<file path="src/spb_map.vh">
// spb_map.vh: constants of the synchronous peripheral bus cycle block
// assumes inclusion by bare name from the design file only
`ifndef SPB_MAP_VH
`define SPB_MAP_VH

// bus state numbers, one per half system clock
`define SPB_ST_ADDR      4'h0
`define SPB_ST_STROBE    4'h2
`define SPB_ST_WDATA     4'h3
`define SPB_ST_4         4'h4
`define SPB_ST_DECIDE    4'h5
`define SPB_ST_6         4'h6
`define SPB_ST_7         4'h7
// autovector number = base + serviced level
`define SPB_AUTO_VECTOR_REQ_N_BASE    8'h18
// reset values
`define SPB_RST_PINS     9'h1ff
`define SPB_RST_VEC      8'h00
// read/write line levels
`define SPB_RW_READ      1'b1
`define SPB_RW_WRITE     1'b0

`endif

</file>
<file path="src/spb_sync_periph_bus.v">
// spb_sync_periph_bus.v: processor side of asynchronous and synchronous peripheral bus cycles
// assumes clk_in runs at twice the emulated system clock, one bus state per clk_in cycle;
// all pin inputs and the enable clock arrive asynchronously
`timescale 1ns/1ns
`default_nettype none
`include "spb_map.vh"

module spb_sync_periph_bus #(
  parameter AW = 23,
  parameter DW = 16
) (
  input  wire          clk_in,
  input  wire          sys_rst_in,
  input  wire          start_in,
  input  wire          start_rd_in,
  input  wire          start_iack_in,
  input  wire [AW:1]   start_addr_in,
  input  wire [DW-1:0] start_wdata_in,
  input  wire [DW-1:0] data_pin_in,
  input  wire          e_clk_in,
  input  wire [2:0]    irq_level_n_in,
  input  wire          auto_vector_req_n_in,
  input  wire          bus_request_n_in,
  input  wire          bus_error_n_in,
  input  wire          grant_ack_n_in,
  input  wire          transfer_ack_n_in,
  input  wire          sync_periph_request_n_in,
  output reg  [AW:1]   addr_out,
  output reg           addr_oe_out,
  output reg  [DW-1:0] data_out,
  output reg           data_oe_out,
  output reg           rw_out,
  output reg           ctl_oe_out,
  output reg           addr_strobe_n_out,
  output reg           data_strobe_n_out,
  output reg           periph_addr_valid_n_out,
  output reg           busy_out,
  output reg           done_out,
  output reg           err_out,
  output reg  [DW-1:0] rdata_out,
  output reg  [7:0]    vector_out,
  output reg           autovec_out,
  output reg  [2:0]    irq_level_out,
  output reg           bus_req_seen_out
);

  localparam M_IDLE = 3'h0;
  localparam M_RUN  = 3'h1;
  localparam M_ELOW = 3'h2;
  localparam M_EHI  = 3'h3;
  localparam M_EFAL = 3'h4;

  // pin order: irq[2:0], auto_vector_req_n, br, bus_error_in_n, grant_ack_in_n, transfer_ack_n, vpa
  wire [8:0] pins_w = {irq_level_n_in, auto_vector_req_n_in, bus_request_n_in,
                       bus_error_n_in, grant_ack_n_in, transfer_ack_n_in, sync_periph_request_n_in};

  reg [8:0]    pin_s1_r;
  reg [8:0]    pin_s2_r;
  reg [8:0]    smp_r;
  reg          e_s1_r;
  reg          e_s2_r;
  reg [DW-1:0] d_s1_r;
  reg [DW-1:0] d_s2_r;
  reg [DW-1:0] d_hi_r;
  reg          ph_r;
  reg [2:0]    mode_r;
  reg [3:0]    st_r;
  reg          rd_r;
  reg          iack_r;
  reg [2:0]    lvl_r;

  wire smp_vpa   = ~smp_r[0];
  wire smp_transfer_ack_n = ~smp_r[1];
  wire smp_grant_ack_in_n = ~smp_r[2];
  wire smp_bus_error_in_n  = ~smp_r[3];
  wire smp_br    = ~smp_r[4];
  wire smp_auto_vector_req_n  = ~smp_r[5];
  wire [2:0] smp_lvl = ~smp_r[8:6];

  function [7:0] spb_autovec;
    input [2:0] lvl;
    begin
      spb_autovec = `SPB_AUTO_VECTOR_REQ_N_BASE + {5'h00, lvl};
    end
  endfunction

  // two-flop synchronisers, then falling-edge sampling; ph_r low is the clock's high half
  always @(posedge clk_in) begin
    if (sys_rst_in) begin
      pin_s1_r <= `SPB_RST_PINS;
      pin_s2_r <= `SPB_RST_PINS;
      smp_r    <= `SPB_RST_PINS;
      e_s1_r   <= 1'b0;
      e_s2_r   <= 1'b0;
      d_s1_r   <= {DW{1'b0}};
      d_s2_r   <= {DW{1'b0}};
      d_hi_r   <= {DW{1'b0}};
      ph_r     <= 1'b0;
    end else begin
      pin_s1_r <= pins_w;
      pin_s2_r <= pin_s1_r;
      e_s1_r   <= e_clk_in;
      e_s2_r   <= e_s1_r;
      d_s1_r   <= data_pin_in;
      d_s2_r   <= d_s1_r;
      // data and enable share one sync depth, so this is the last word seen with enable high
      if (e_s2_r)
        d_hi_r <= d_s2_r;
      ph_r     <= ~ph_r;
      if (!ph_r)
        smp_r <= pin_s2_r;
    end
  end

  // bus cycle sequencer
  always @(posedge clk_in) begin
    if (sys_rst_in) begin
      mode_r                  <= M_IDLE;
      st_r                    <= `SPB_ST_ADDR;
      rd_r                    <= 1'b1;
      iack_r                  <= 1'b0;
      lvl_r                   <= 3'h0;
      addr_out                <= {AW{1'b0}};
      addr_oe_out             <= 1'b0;
      data_out                <= {DW{1'b0}};
      data_oe_out             <= 1'b0;
      rw_out                  <= `SPB_RW_READ;
      ctl_oe_out              <= 1'b0;
      addr_strobe_n_out       <= 1'b1;
      data_strobe_n_out       <= 1'b1;
      periph_addr_valid_n_out <= 1'b1;
      busy_out                <= 1'b0;
      done_out                <= 1'b0;
      err_out                 <= 1'b0;
      rdata_out               <= {DW{1'b0}};
      vector_out              <= `SPB_RST_VEC;
      autovec_out             <= 1'b0;
      irq_level_out           <= 3'h0;
      bus_req_seen_out        <= 1'b0;
    end else begin
      done_out      <= 1'b0;
      irq_level_out <= smp_lvl;
      case (mode_r)
        M_IDLE: begin
          // control lines float while an alternate master holds the bus
          ctl_oe_out <= ~smp_grant_ack_in_n;
          bus_req_seen_out <= smp_br;
          // starting on ph_r high puts bus state 0 in the clock's high half
          if (start_in && ph_r && !smp_grant_ack_in_n) begin
            mode_r      <= M_RUN;
            st_r        <= `SPB_ST_ADDR;
            busy_out    <= 1'b1;
            err_out     <= 1'b0;
            autovec_out <= 1'b0;
            rd_r        <= start_rd_in | start_iack_in;
            iack_r      <= start_iack_in;
            lvl_r       <= start_addr_in[3:1];
            addr_out    <= start_addr_in;
            addr_oe_out <= 1'b1;
            ctl_oe_out  <= 1'b1;
            rw_out      <= (start_rd_in | start_iack_in) ? `SPB_RW_READ : `SPB_RW_WRITE;
            data_out    <= start_wdata_in;
          end
        end
        M_RUN: begin
          st_r <= st_r + 4'h1;
          case (st_r)
            `SPB_ST_STROBE: begin
              addr_strobe_n_out <= 1'b0;
              if (rd_r)
                data_strobe_n_out <= 1'b0;
            end
            `SPB_ST_WDATA: begin
              if (!rd_r)
                data_oe_out <= 1'b1;
            end
            `SPB_ST_4: begin
              data_strobe_n_out <= 1'b0;
            end
            // terminations sampled at the falling edge ending state 4
            `SPB_ST_DECIDE: begin
              if (smp_bus_error_in_n) begin
                err_out           <= 1'b1;
                addr_strobe_n_out <= 1'b1;
                data_strobe_n_out <= 1'b1;
                st_r              <= `SPB_ST_7;
              end else if (smp_vpa) begin
                mode_r <= M_ELOW;
                if (iack_r) begin
                  vector_out  <= spb_autovec(lvl_r);
                  autovec_out <= 1'b1;
                end
              end else if (iack_r && smp_auto_vector_req_n) begin
                vector_out  <= spb_autovec(lvl_r);
                autovec_out <= 1'b1;
              end else if (!smp_transfer_ack_n) begin
                st_r <= `SPB_ST_4; // wait state pair
              end
            end
            `SPB_ST_6: begin
              if (rd_r && !autovec_out)
                rdata_out <= d_s2_r;
              if (iack_r && !autovec_out)
                vector_out <= d_s2_r[7:0];
              addr_strobe_n_out <= 1'b1;
              data_strobe_n_out <= 1'b1;
            end
            `SPB_ST_7: begin
              addr_oe_out      <= 1'b0;
              data_oe_out      <= 1'b0;
              rw_out           <= `SPB_RW_READ;
              mode_r           <= M_IDLE;
              busy_out         <= 1'b0;
              done_out         <= 1'b1;
              bus_req_seen_out <= smp_br;
            end
            default: begin
            end
          endcase
        end
        // peripheral cycle: whole clocks only, acting on the high-half boundary
        M_ELOW: begin
          if (!ph_r && !e_s2_r) begin
            periph_addr_valid_n_out <= 1'b0;
            mode_r                  <= M_EHI;
          end
        end
        M_EHI: begin
          if (e_s2_r)
            mode_r <= M_EFAL;
        end
        M_EFAL: begin
          // peripheral transfer happens while the enable clock is high
          if (!ph_r && !e_s2_r) begin
            // the synchronised fall comes after the peripheral has let go of the data
            if (rd_r && !autovec_out)
              rdata_out <= d_hi_r;
            addr_strobe_n_out       <= 1'b1;
            data_strobe_n_out       <= 1'b1;
            periph_addr_valid_n_out <= 1'b1;
            mode_r                  <= M_RUN;
            st_r                    <= `SPB_ST_7;
          end
        end
        default: begin
          mode_r <= M_IDLE;
        end
      endcase
    end
  end

endmodule
`default_nettype wire

</file>
<file path="config.mk">
export PLATFORM = sky130hd
export DESIGN_NAME = spb_sync_periph_bus
export DESIGN_NICKNAME = d
export VERILOG_FILES = /design/src/spb_sync_periph_bus.v
export VERILOG_INCLUDE_DIRS = /design/src
export SDC_FILE = /design/constraint.sdc
export NUM_CORES = 1
export LEC_CHECK = 0
export ABC_AREA = 1
export BUFFER_PORTS_ARGS = -buffer_cell sky130_fd_sc_hd__clkbuf_2
export CORE_ASPECT_RATIO = 1.75
export CORE_MARGIN = 2
export CORE_UTILIZATION = 30
export CTS_CLUSTER_DIAMETER = 40
export DETAILED_ROUTE_END_ITERATION = 10
export MAX_ROUTING_LAYER = met4
export SLEW_MARGIN = 20
export SYNTH_ARGS = -nofsm -noshare
export SYNTH_HDL_FRONTEND = slang
export SYNTH_SLANG_ARGS = --single-unit
</file>
<file path="constraint.sdc">
create_clock -name clk_in -period 1.85 [get_ports clk_in]
set_clock_uncertainty 0.05 [all_clocks]
set_input_delay 0.185 -clock clk_in [delete_from_list [all_inputs] [get_ports clk_in]]
set_output_delay 0.185 -clock clk_in [all_outputs]
set_load 0.02 [all_outputs]
</file>
==> results of run 1 <==
==> through the flow <==
stage	hold slack, ps	std cells	setup WS (ps)	area [um2]	utilization (%)
CTS	29.6	1291	120	8440	41.6
floorplan	239	825	304	6180	-
global placement	321	1192	234	7190	35.4
global route	85.8	1291	5.91	8460	41.7
finish	49.7	1291	192	8460	41.7
detailed placement	319	1192	124	7190	35.4
==> worst reg2reg max path, stage by stage, from the launching register on <==
cell and delay (ps):
sky130_fd_sc_hd__dfxtp_1 390, sky130_fd_sc_hd__inv_1 90, sky130_fd_sc_hd__ha_1 220, sky130_fd_sc_hd__nand3_2 140, sky130_fd_sc_hd__nor2_1 90, sky130_fd_sc_hd__nor2_1 160, sky130_fd_sc_hd__nand2_1 120, sky130_fd_sc_hd__nor2_4 190
sky130_fd_sc_hd__nor2_1 60, sky130_fd_sc_hd__nor2_1 90
==> cells by family after synthesis <==
logic type | share of synthesized area (%)
flops | 53.1
compound gates | 7.51
simple gates | 30.5
fa+ha+maj | 0.810
buf+inv | 7.78
xor+xnor | 0.284
==> flip-flops by register name, indices dropped and copies added (netlist names), 4 cells and up <==
name and flops:
addr_out 23, d_hi_r 16, d_s1_r 16, d_s2_r 16
data_out 16, rdata_out 16, pin_s1_r 9, pin_s2_r 9
smp_r 9, vector_out 8, st_r 4
==> area by class of cell <==
class	count	area (um2)
fill	2061	11800
sequential	164	3280
multi-input combinational	543	2430
timing repair buffer	228	1560
clock buffer	21	470
tap	248	310
inverter	76	285
clock inverter	11	118
==> report_power, final <==
part           leakage (nW)  internal [mW]  total (mW)  switching (mW)
clock                 0.283           1.99        3.48            1.49
sequential             1.34           3.89        4.12           0.229
combinational          2.29          0.819        2.28            1.47
==> cells in the final DEF, fill, tap and decap left out, drive strengths merged <==
cell         synthesis  layout
a21oi               57      57
buf                 20      15
bufinv               0       1
clkbuf              22     167
clkinv               1       5
clkinvlp             0       2
dfxtp              164     164
dlygate4sd3          0      67
ha                   4       4
inv                 75      79
nand2              197     197
nand3               69      69
nand4                3       3
nor2               158     158
nor3                 2       2
o211ai               4       4
o21ai               29      29
or2                 18      18
xnor2                1       1
xor2                 1       1
==> per-layer routing <==
metal  vias to the layer above  global-route usage [%]
met5                         -                       -
met4                         0                    8.31
met3                        54                    2.97
met2                       153                    26.9
met1                      2574                    15.8
li1                       2967                       -
==> worst paths after layout <==
kind                            slack [ps]                           to             startpoint  cells after the start
worst max-delay path                   190   vector_out[7]$_SDFFE_PP0P_   st_r[1]$_SDFFE_PP0P_                      9
worst min-delay path                    50          iack_r$_SDFFE_PP0P_          start_iack_in                      3
worst max register to register         190   vector_out[7]$_SDFFE_PP0P_   st_r[1]$_SDFFE_PP0P_                      9
worst min register to register         340  irq_level_out[1]$_SDFF_PP0_  smp_r[7]$_SDFFE_PP1N_                      1
==> what timing repair did <==
action / CTS / global route
endpoints found under the hold margin: 66 / 0
resized for setup: 0 / 4
setup endpoints to repair: 0 / 8
hold buffers: 67 / 0
==> flow_results.org, run 1 <==
** Run status
- The flow ran to the end, and the final reports show no timing, DRC or antenna violations.

** Yosys
- After synthesis, the most frequently instantiated cells are sky130_fd_sc_hd__nand2_1, sky130_fd_sc_hd__dfxtp_1, sky130_fd_sc_hd__nor2_1.
- For this run, the number of Yosys warnings is 0.
- By instance count, the leading cell after synthesis is sky130_fd_sc_hd__nand2_1.
- Post-synthesis sequential area ratio :: 53.1%
- Fraction of synthesis flops using an asynchronous set or reset pin :: 0%
- Post-synthesis net count :: 899
- Yosys mapped the design onto 26 distinct sky130hd cell types.
- Fraction of synthesized cell area taken by the top area cell type :: 53.1%
- Counting flops with a built-in enable in the synthesized netlist gives 0.
- After technology mapping, the gate count stands at 825.
- In this run the cell area of the synthesized design comes to 6180 um2.
- Cell types with the largest area share after synthesis :: sky130_fd_sc_hd__dfxtp_1, sky130_fd_sc_hd__nand2_1, sky130_fd_sc_hd__nor2_1
- Primary flip-flop cell chosen by synthesis mapping :: sky130_fd_sc_hd__dfxtp_1
- The largest total area in the synthesized netlist belongs to sky130_fd_sc_hd__dfxtp_1.
- Post-synthesis register bit count :: 164
- Avg Synthesized Cell Area :: 7.49 um2

** Setup path
- The largest individual stage delay along the critical path comes from the cell sky130_fd_sc_hd__dfxtp_1.
- CP startpoint kind :: flop
- Worst path cell trace :: inv_1 > ha_1 > nand3_2 > nor2_1 > nor2_1 > nand2_1 > nor2_4 > nor2_1 > nor2_1
- Required arrival time at the worst endpoint :: 2150 ps
- Most common cell on crit path :: sky130_fd_sc_hd__nor2_1
- Total buffers and inverters traversed by the critical path :: 1
- Delay of the slowest cell on the worst path :: 390 ps
- Cell family with most CP delay :: simple AND/OR/NAND/NOR gates
- WP data arrival :: 1960 ps
- Crit-path max FO :: 8
- STA classifies the critical path endpoint as a flop.
- Critical Setup Path Class :: flop to flop

** CTS
- Post-CTS setup-driven buffer insertion count :: 0
- CTS clk-pin slew, worst paths :: 60 ps
- Clock tree synthesis selected as its root buffer the cell sky130_fd_sc_hd__clkbuf_16.
- TritonCTS clock tree :: done
- Buffer levels on the longest clock path :: 2
- Buffers inserted during clock tree synthesis total 17.
- Clock latency on the worst-skew pair, taken at its later pin, is 420 ps.
- In this run the number of H-tree levels came out at 4.
- CTS Sinks :: 164

** Detailed routing
- Count of nets left with antenna violations after detail routing :: 0
- Routed len/inst :: 12.7 um
- Via density per instance :: 4.45
- Max layer used :: met4
- The routed layout has 5748 vias.
- Number of DRC markers in iteration 0 :: 275
- Routed met1 length :: 6.67 mm
- Aggregate routed wire length :: 16.4 mm
- In the detailed route, the total length drawn on met3 is 551 um.
- Number of optimization iterations in the first detailed-route pass :: 6
- The routed design uses 8.45 mm of met2 wire.
- DRC :: 0

** GRT
- Wire length of the first global-routing pass :: 26.1 mm
- Global routing finished with a remaining overflow of 0.
- Number of antenna violations at the first check in global routing :: 0
- The number of global-route vias before repair is 5461.
- Maximum number of pins on one net before global-route repair :: 106
- Global routing consumed, over all layers together, 15.3% of the routing resources.

** Timing
- Part of the cycle the worst path needs :: 89.6%
- Least-Margin Pin Slew :: 483 ps
- Derived from the worst setup path, the maximum achievable clock frequency is 0.603 GHz.
- The routed design could run at a clock period as short as 1660 ps.
- Unrepaired setup endpoints after global routing :: false
- Setup violations remaining at the end of the flow were counted as 0.
- Summed over all failing endpoints, the final setup total negative slack is 0 ps.
- Number of hold violations in the final report :: 0
- The number of pins exceeding their max-slew limit in the final report is 0.
- Measured against its own limit, the worst slew margin works out to 67.6%.

** Final layout
- Of the cells placed in the final design, the portion with a size suffix greater than 1 is 22.1%.
- Antenna fix cells :: 0
- Synth-to-layout area growth :: 36.9%
- Final-stage net count :: 1104

** Floorplan
- DIE HEIGHT :: 194 um
- Core footprint :: 20300 um2
- 148 I/O pins were placed.
- Row generation in the floorplan step produced 69 rows.
- Once the floorplan was initialized, standard cells occupied 30.4% of the core.
- The die covers 21800 um2.
- From left edge to right edge, the die measures 112 um.

** Placement
- Routability-driven placement finished with a final weighted congestion of 0.943.
- Buffers placed on the I/O ports in this run total 147.
- Once detailed placement completed, the half-perimeter wirelength came to 10.9 mm.

** Power and ir drop
- Total power for the finished layout comes to 9.88 mW.
- P per Cell Area :: 1170 nW/um2
- IR analysis of the VDD net gives a maximum drop of 671 uV.
- LEAKAGE :: 3.92 nW

** Job
- Max-cap violations in this run came to 0.

** Min path
- Path category of the worst min-delay check :: primary input to flop
No activity file was read; power rests on OpenSTA's default activity.
==> inputs of run 2 (changes only) <==
--- a/config.mk
+++ b/config.mk
@@ -13,6 +13,7 @@
 export CORE_UTILIZATION = 30
 export CTS_CLUSTER_DIAMETER = 40
 export DETAILED_ROUTE_END_ITERATION = 10
+export HOLD_SLACK_MARGIN = 0.15
 export MAX_ROUTING_LAYER = met4
 export SLEW_MARGIN = 20
 export SYNTH_ARGS = -nofsm -noshare
==> run 2 against run 1 <==
Global-route usage did not move. Total power about the same. Via count is essentially flat. Die area unchanged. Wire length is 0.24% lower. Largest cell class unchanged. Largest power group unchanged. Highest routed layer unchanged.
==> flow_results.org, run 2 (synthesis gave the netlist of run 1 again) <==
** Detailed routing
- Number of DRC markers in iteration 0 :: 239
- The routed design has 16.3 mm of wire.
- Using the TritonRoute via totals, the vias-per-cell ratio works out to 4.45.
- After detailed routing, the number of remaining DRC violations is 0.
- The final route contains 5749 vias.
- The first TritonRoute pass finished after 4 iterations.
- The count of nets left with antenna violations once routing finished came out at 0.
- After detailed routing, the average wire length per cell comes to 12.6 um.

** GRT
- Total global-route track usage :: 15.3%
- The first global-routing pass estimated 26.1 mm of wire.
- Maximum number of pins on one net before global-route repair :: 106
- Number of global-route vias before repair :: 5464
- Number of antenna violations at the first check in global routing :: 0
- Summed over all layers, the global routing overflow is 0.

** Final layout
- The register with the most flip-flops in the layout has 23 of them.
- Relative to the synthesized area, the layout overhead comes to 37.1%.
- Layout cells sized above 1 :: 22.1%
- The filler cells instantiated in the layout total 2062.
- More flip-flops sit in one register than any other, and that register is addr_out.
- Flip-flop and latch area :: 3280 um2
- Share of the core filled with cells :: 41.7%
- Multi-input gate area in the final layout :: 2430 um2
- Leaving out fill and tap cells, the most frequent cell in the layout is sky130_fd_sc_hd__nand2_1.
- Fin cells :: 1292
- Leading cell types in the layout, fill and taps excluded :: sky130_fd_sc_hd__nand2_1, sky130_fd_sc_hd__dfxtp_1, sky130_fd_sc_hd__nor2_1
- The net count of the finished layout is 1105.
- Antenna fix cells :: 0

** Placement
- Sum of net half-perimeters after detailed placement :: 10.9 mm
- Routability-driven placement finished with a final weighted congestion of 0.943.
- Count of buffers from port buffering :: 147
- In this run, placement finished with an instance count of 1192.
- Post-Place Setup Slack :: 124 ps

** Job
- Max capacitance violation total :: 0

** CTS
- Counting every sink on the clock net gives 164.
- The H-tree generated during clock tree synthesis spans 4 levels.
- In this run, CTS created clock tree buffers numbering 17.
- After clock tree synthesis, the clock-pin slew on the worst setup and hold paths is 70 ps.
- The cell sitting at the root of the clock tree is a sky130_fd_sc_hd__clkbuf_16.
- The later pin in the worst-skew pair is clocked with a latency of 420 ps.
- Post-CTS setup-driven buffer insertion count :: 0
- TritonCTS built the clock tree.
- The longest clock path from root to sink contains 2 buffers.

** Setup path
- Along the worst path, the maximum fanout reaches 32.
- WP data arrival :: 1960 ps
- Worst Setup End Kind :: flop
- Delay of the slowest cell on the worst path :: 390 ps
- Most common cell on crit path :: sky130_fd_sc_hd__nand2_1
- CP startpoint kind :: flop
- On the critical path, the stage with the largest delay is an instance of sky130_fd_sc_hd__dfxtp_1.
- Worst path cell trace :: inv_1 > ha_1 > nand2_1 > nor2_2 > o21ai_2 > nor2_4 > buf_12 > nand2_1 > nand2_1 > nor2_1
- Data on the critical path is required at its endpoint by 2150 ps.
- On the critical path the largest part of the delay comes from simple AND/OR/NAND/NOR gates.
- Total buffers and inverters traversed by the critical path :: 2
- The critical path is of the flop to flop type.
- Setup slack of the worst register-to-register path :: 200 ps

** Timing
- After routing, the total negative slack on setup checks comes to 0 ps.
- After layout, the worst path uses 89.4% of the clock period.
- The number of pins exceeding their max-slew limit in the final report was 0.
- Worst relative slew slack :: 67.4%
- Across all setup checks in the final design, the least slack found is 197 ps.
- Subtracting the final worst setup slack from the clock period gives 1650 ps.
- Setup repair after global routing left no endpoint under its margin.
- At the pin with the least slew margin, the transition time is 487 ps.
- Setup violations remaining at the end of the flow were counted as 0.
- For this run, the top clock speed supported by timing is 0.605 GHz.
- Number of hold violations in the final report :: 0

** Floorplan
- Die area :: 21800 um2
- The total area inside the core boundary comes to 20300 um2.
- After floorplanning, the core was divided into 69 placement rows.
- The floorplan step set the die width to 112 um.
- For this design the top-level I/O count stands at 148.
- DIE HEIGHT :: 194 um
- For this configuration, the core starts out at a cell density of 30.4%.

** Min path
- The tightest min-delay check is of the primary input to flop type.

** Power and ir drop
- Dividing total power by cell area gives a power density of 1170 nW/um2.
- Total power after layout :: 9.88 mW
- LEAKAGE :: 3.92 nW
- Peak VDD IR :: 667 uV

** Run status
- Result of the run :: finished clean
[run 2: changes by cell type in the layout (fill, tap and decap cells not counted)]
cell,before,now
sky130_fd_sc_hd__dlygate4sd3_1,67,68
[run 2: tightest hold or removal path, cell delays in order]
cell                     delay (ps)
sky130_fd_sc_hd__buf_4          130
sky130_fd_sc_hd__buf_12         200
sky130_fd_sc_hd__nor2_1         130
[run 2: area by class of cell]
type | instances | area share [%]
Sequential cell | 164 | 38.8
Multi-Input combinational cell | 543 | 28.6
Timing Repair Buffer | 229 | 18.6
Clock buffer | 21 | 5.56
Tap cell | 248 | 3.66
Inverter | 76 | 3.37
Clock inverter | 11 | 1.39
[run 2: power breakdown]
group	internal (mW)	switching, mW
Combinational	0.820	1.46
Sequential	3.89	0.229
Clock	1.99	1.49
Total	6.70	3.18
[run 2: repair_timing]
| item | in CTS | in global routing |
|---|---|---|
| hold buffers | 68 | 0 |
| gates resized for setup | 0 | 4 |
| endpoints found under the setup margin | 0 | 8 |
| endpoints found under the hold margin | 68 | 0 |
[run 2: path summary, 6_finish.rpt]
| kind | end | startpoint | cells after the start |
|---|---|---|---|
| max | rdata_out[13]$_SDFFE_PP0P_ | st_r[0]$_SDFFE_PP0P_ | 10 |
| min | d_s1_r[12]$_SDFF_PP0_ | sys_rst_in | 3 |
| max reg2reg | rdata_out[13]$_SDFFE_PP0P_ | st_r[0]$_SDFFE_PP0P_ | 10 |
| min reg2reg | irq_level_out[1]$_SDFF_PP0_ | smp_r[7]$_SDFFE_PP1N_ | 1 |
[run 2: per-layer routing]
layer  wire length, um  share of wire, %  track usage (%)
met2              8430                52             26.9
met5                 0                 0                -
met3               597               3.7             2.97
met4               702               4.3             8.31
met1              6600                40             15.8
[run 2: per-stage QoR]
stage	hold WS (ps)	area, um2
after floorplan	239	6180
after global placement	321	7190
after detailed placement	319	7190
after CTS	253	8450
after global routing	261	8470
final	227	8470
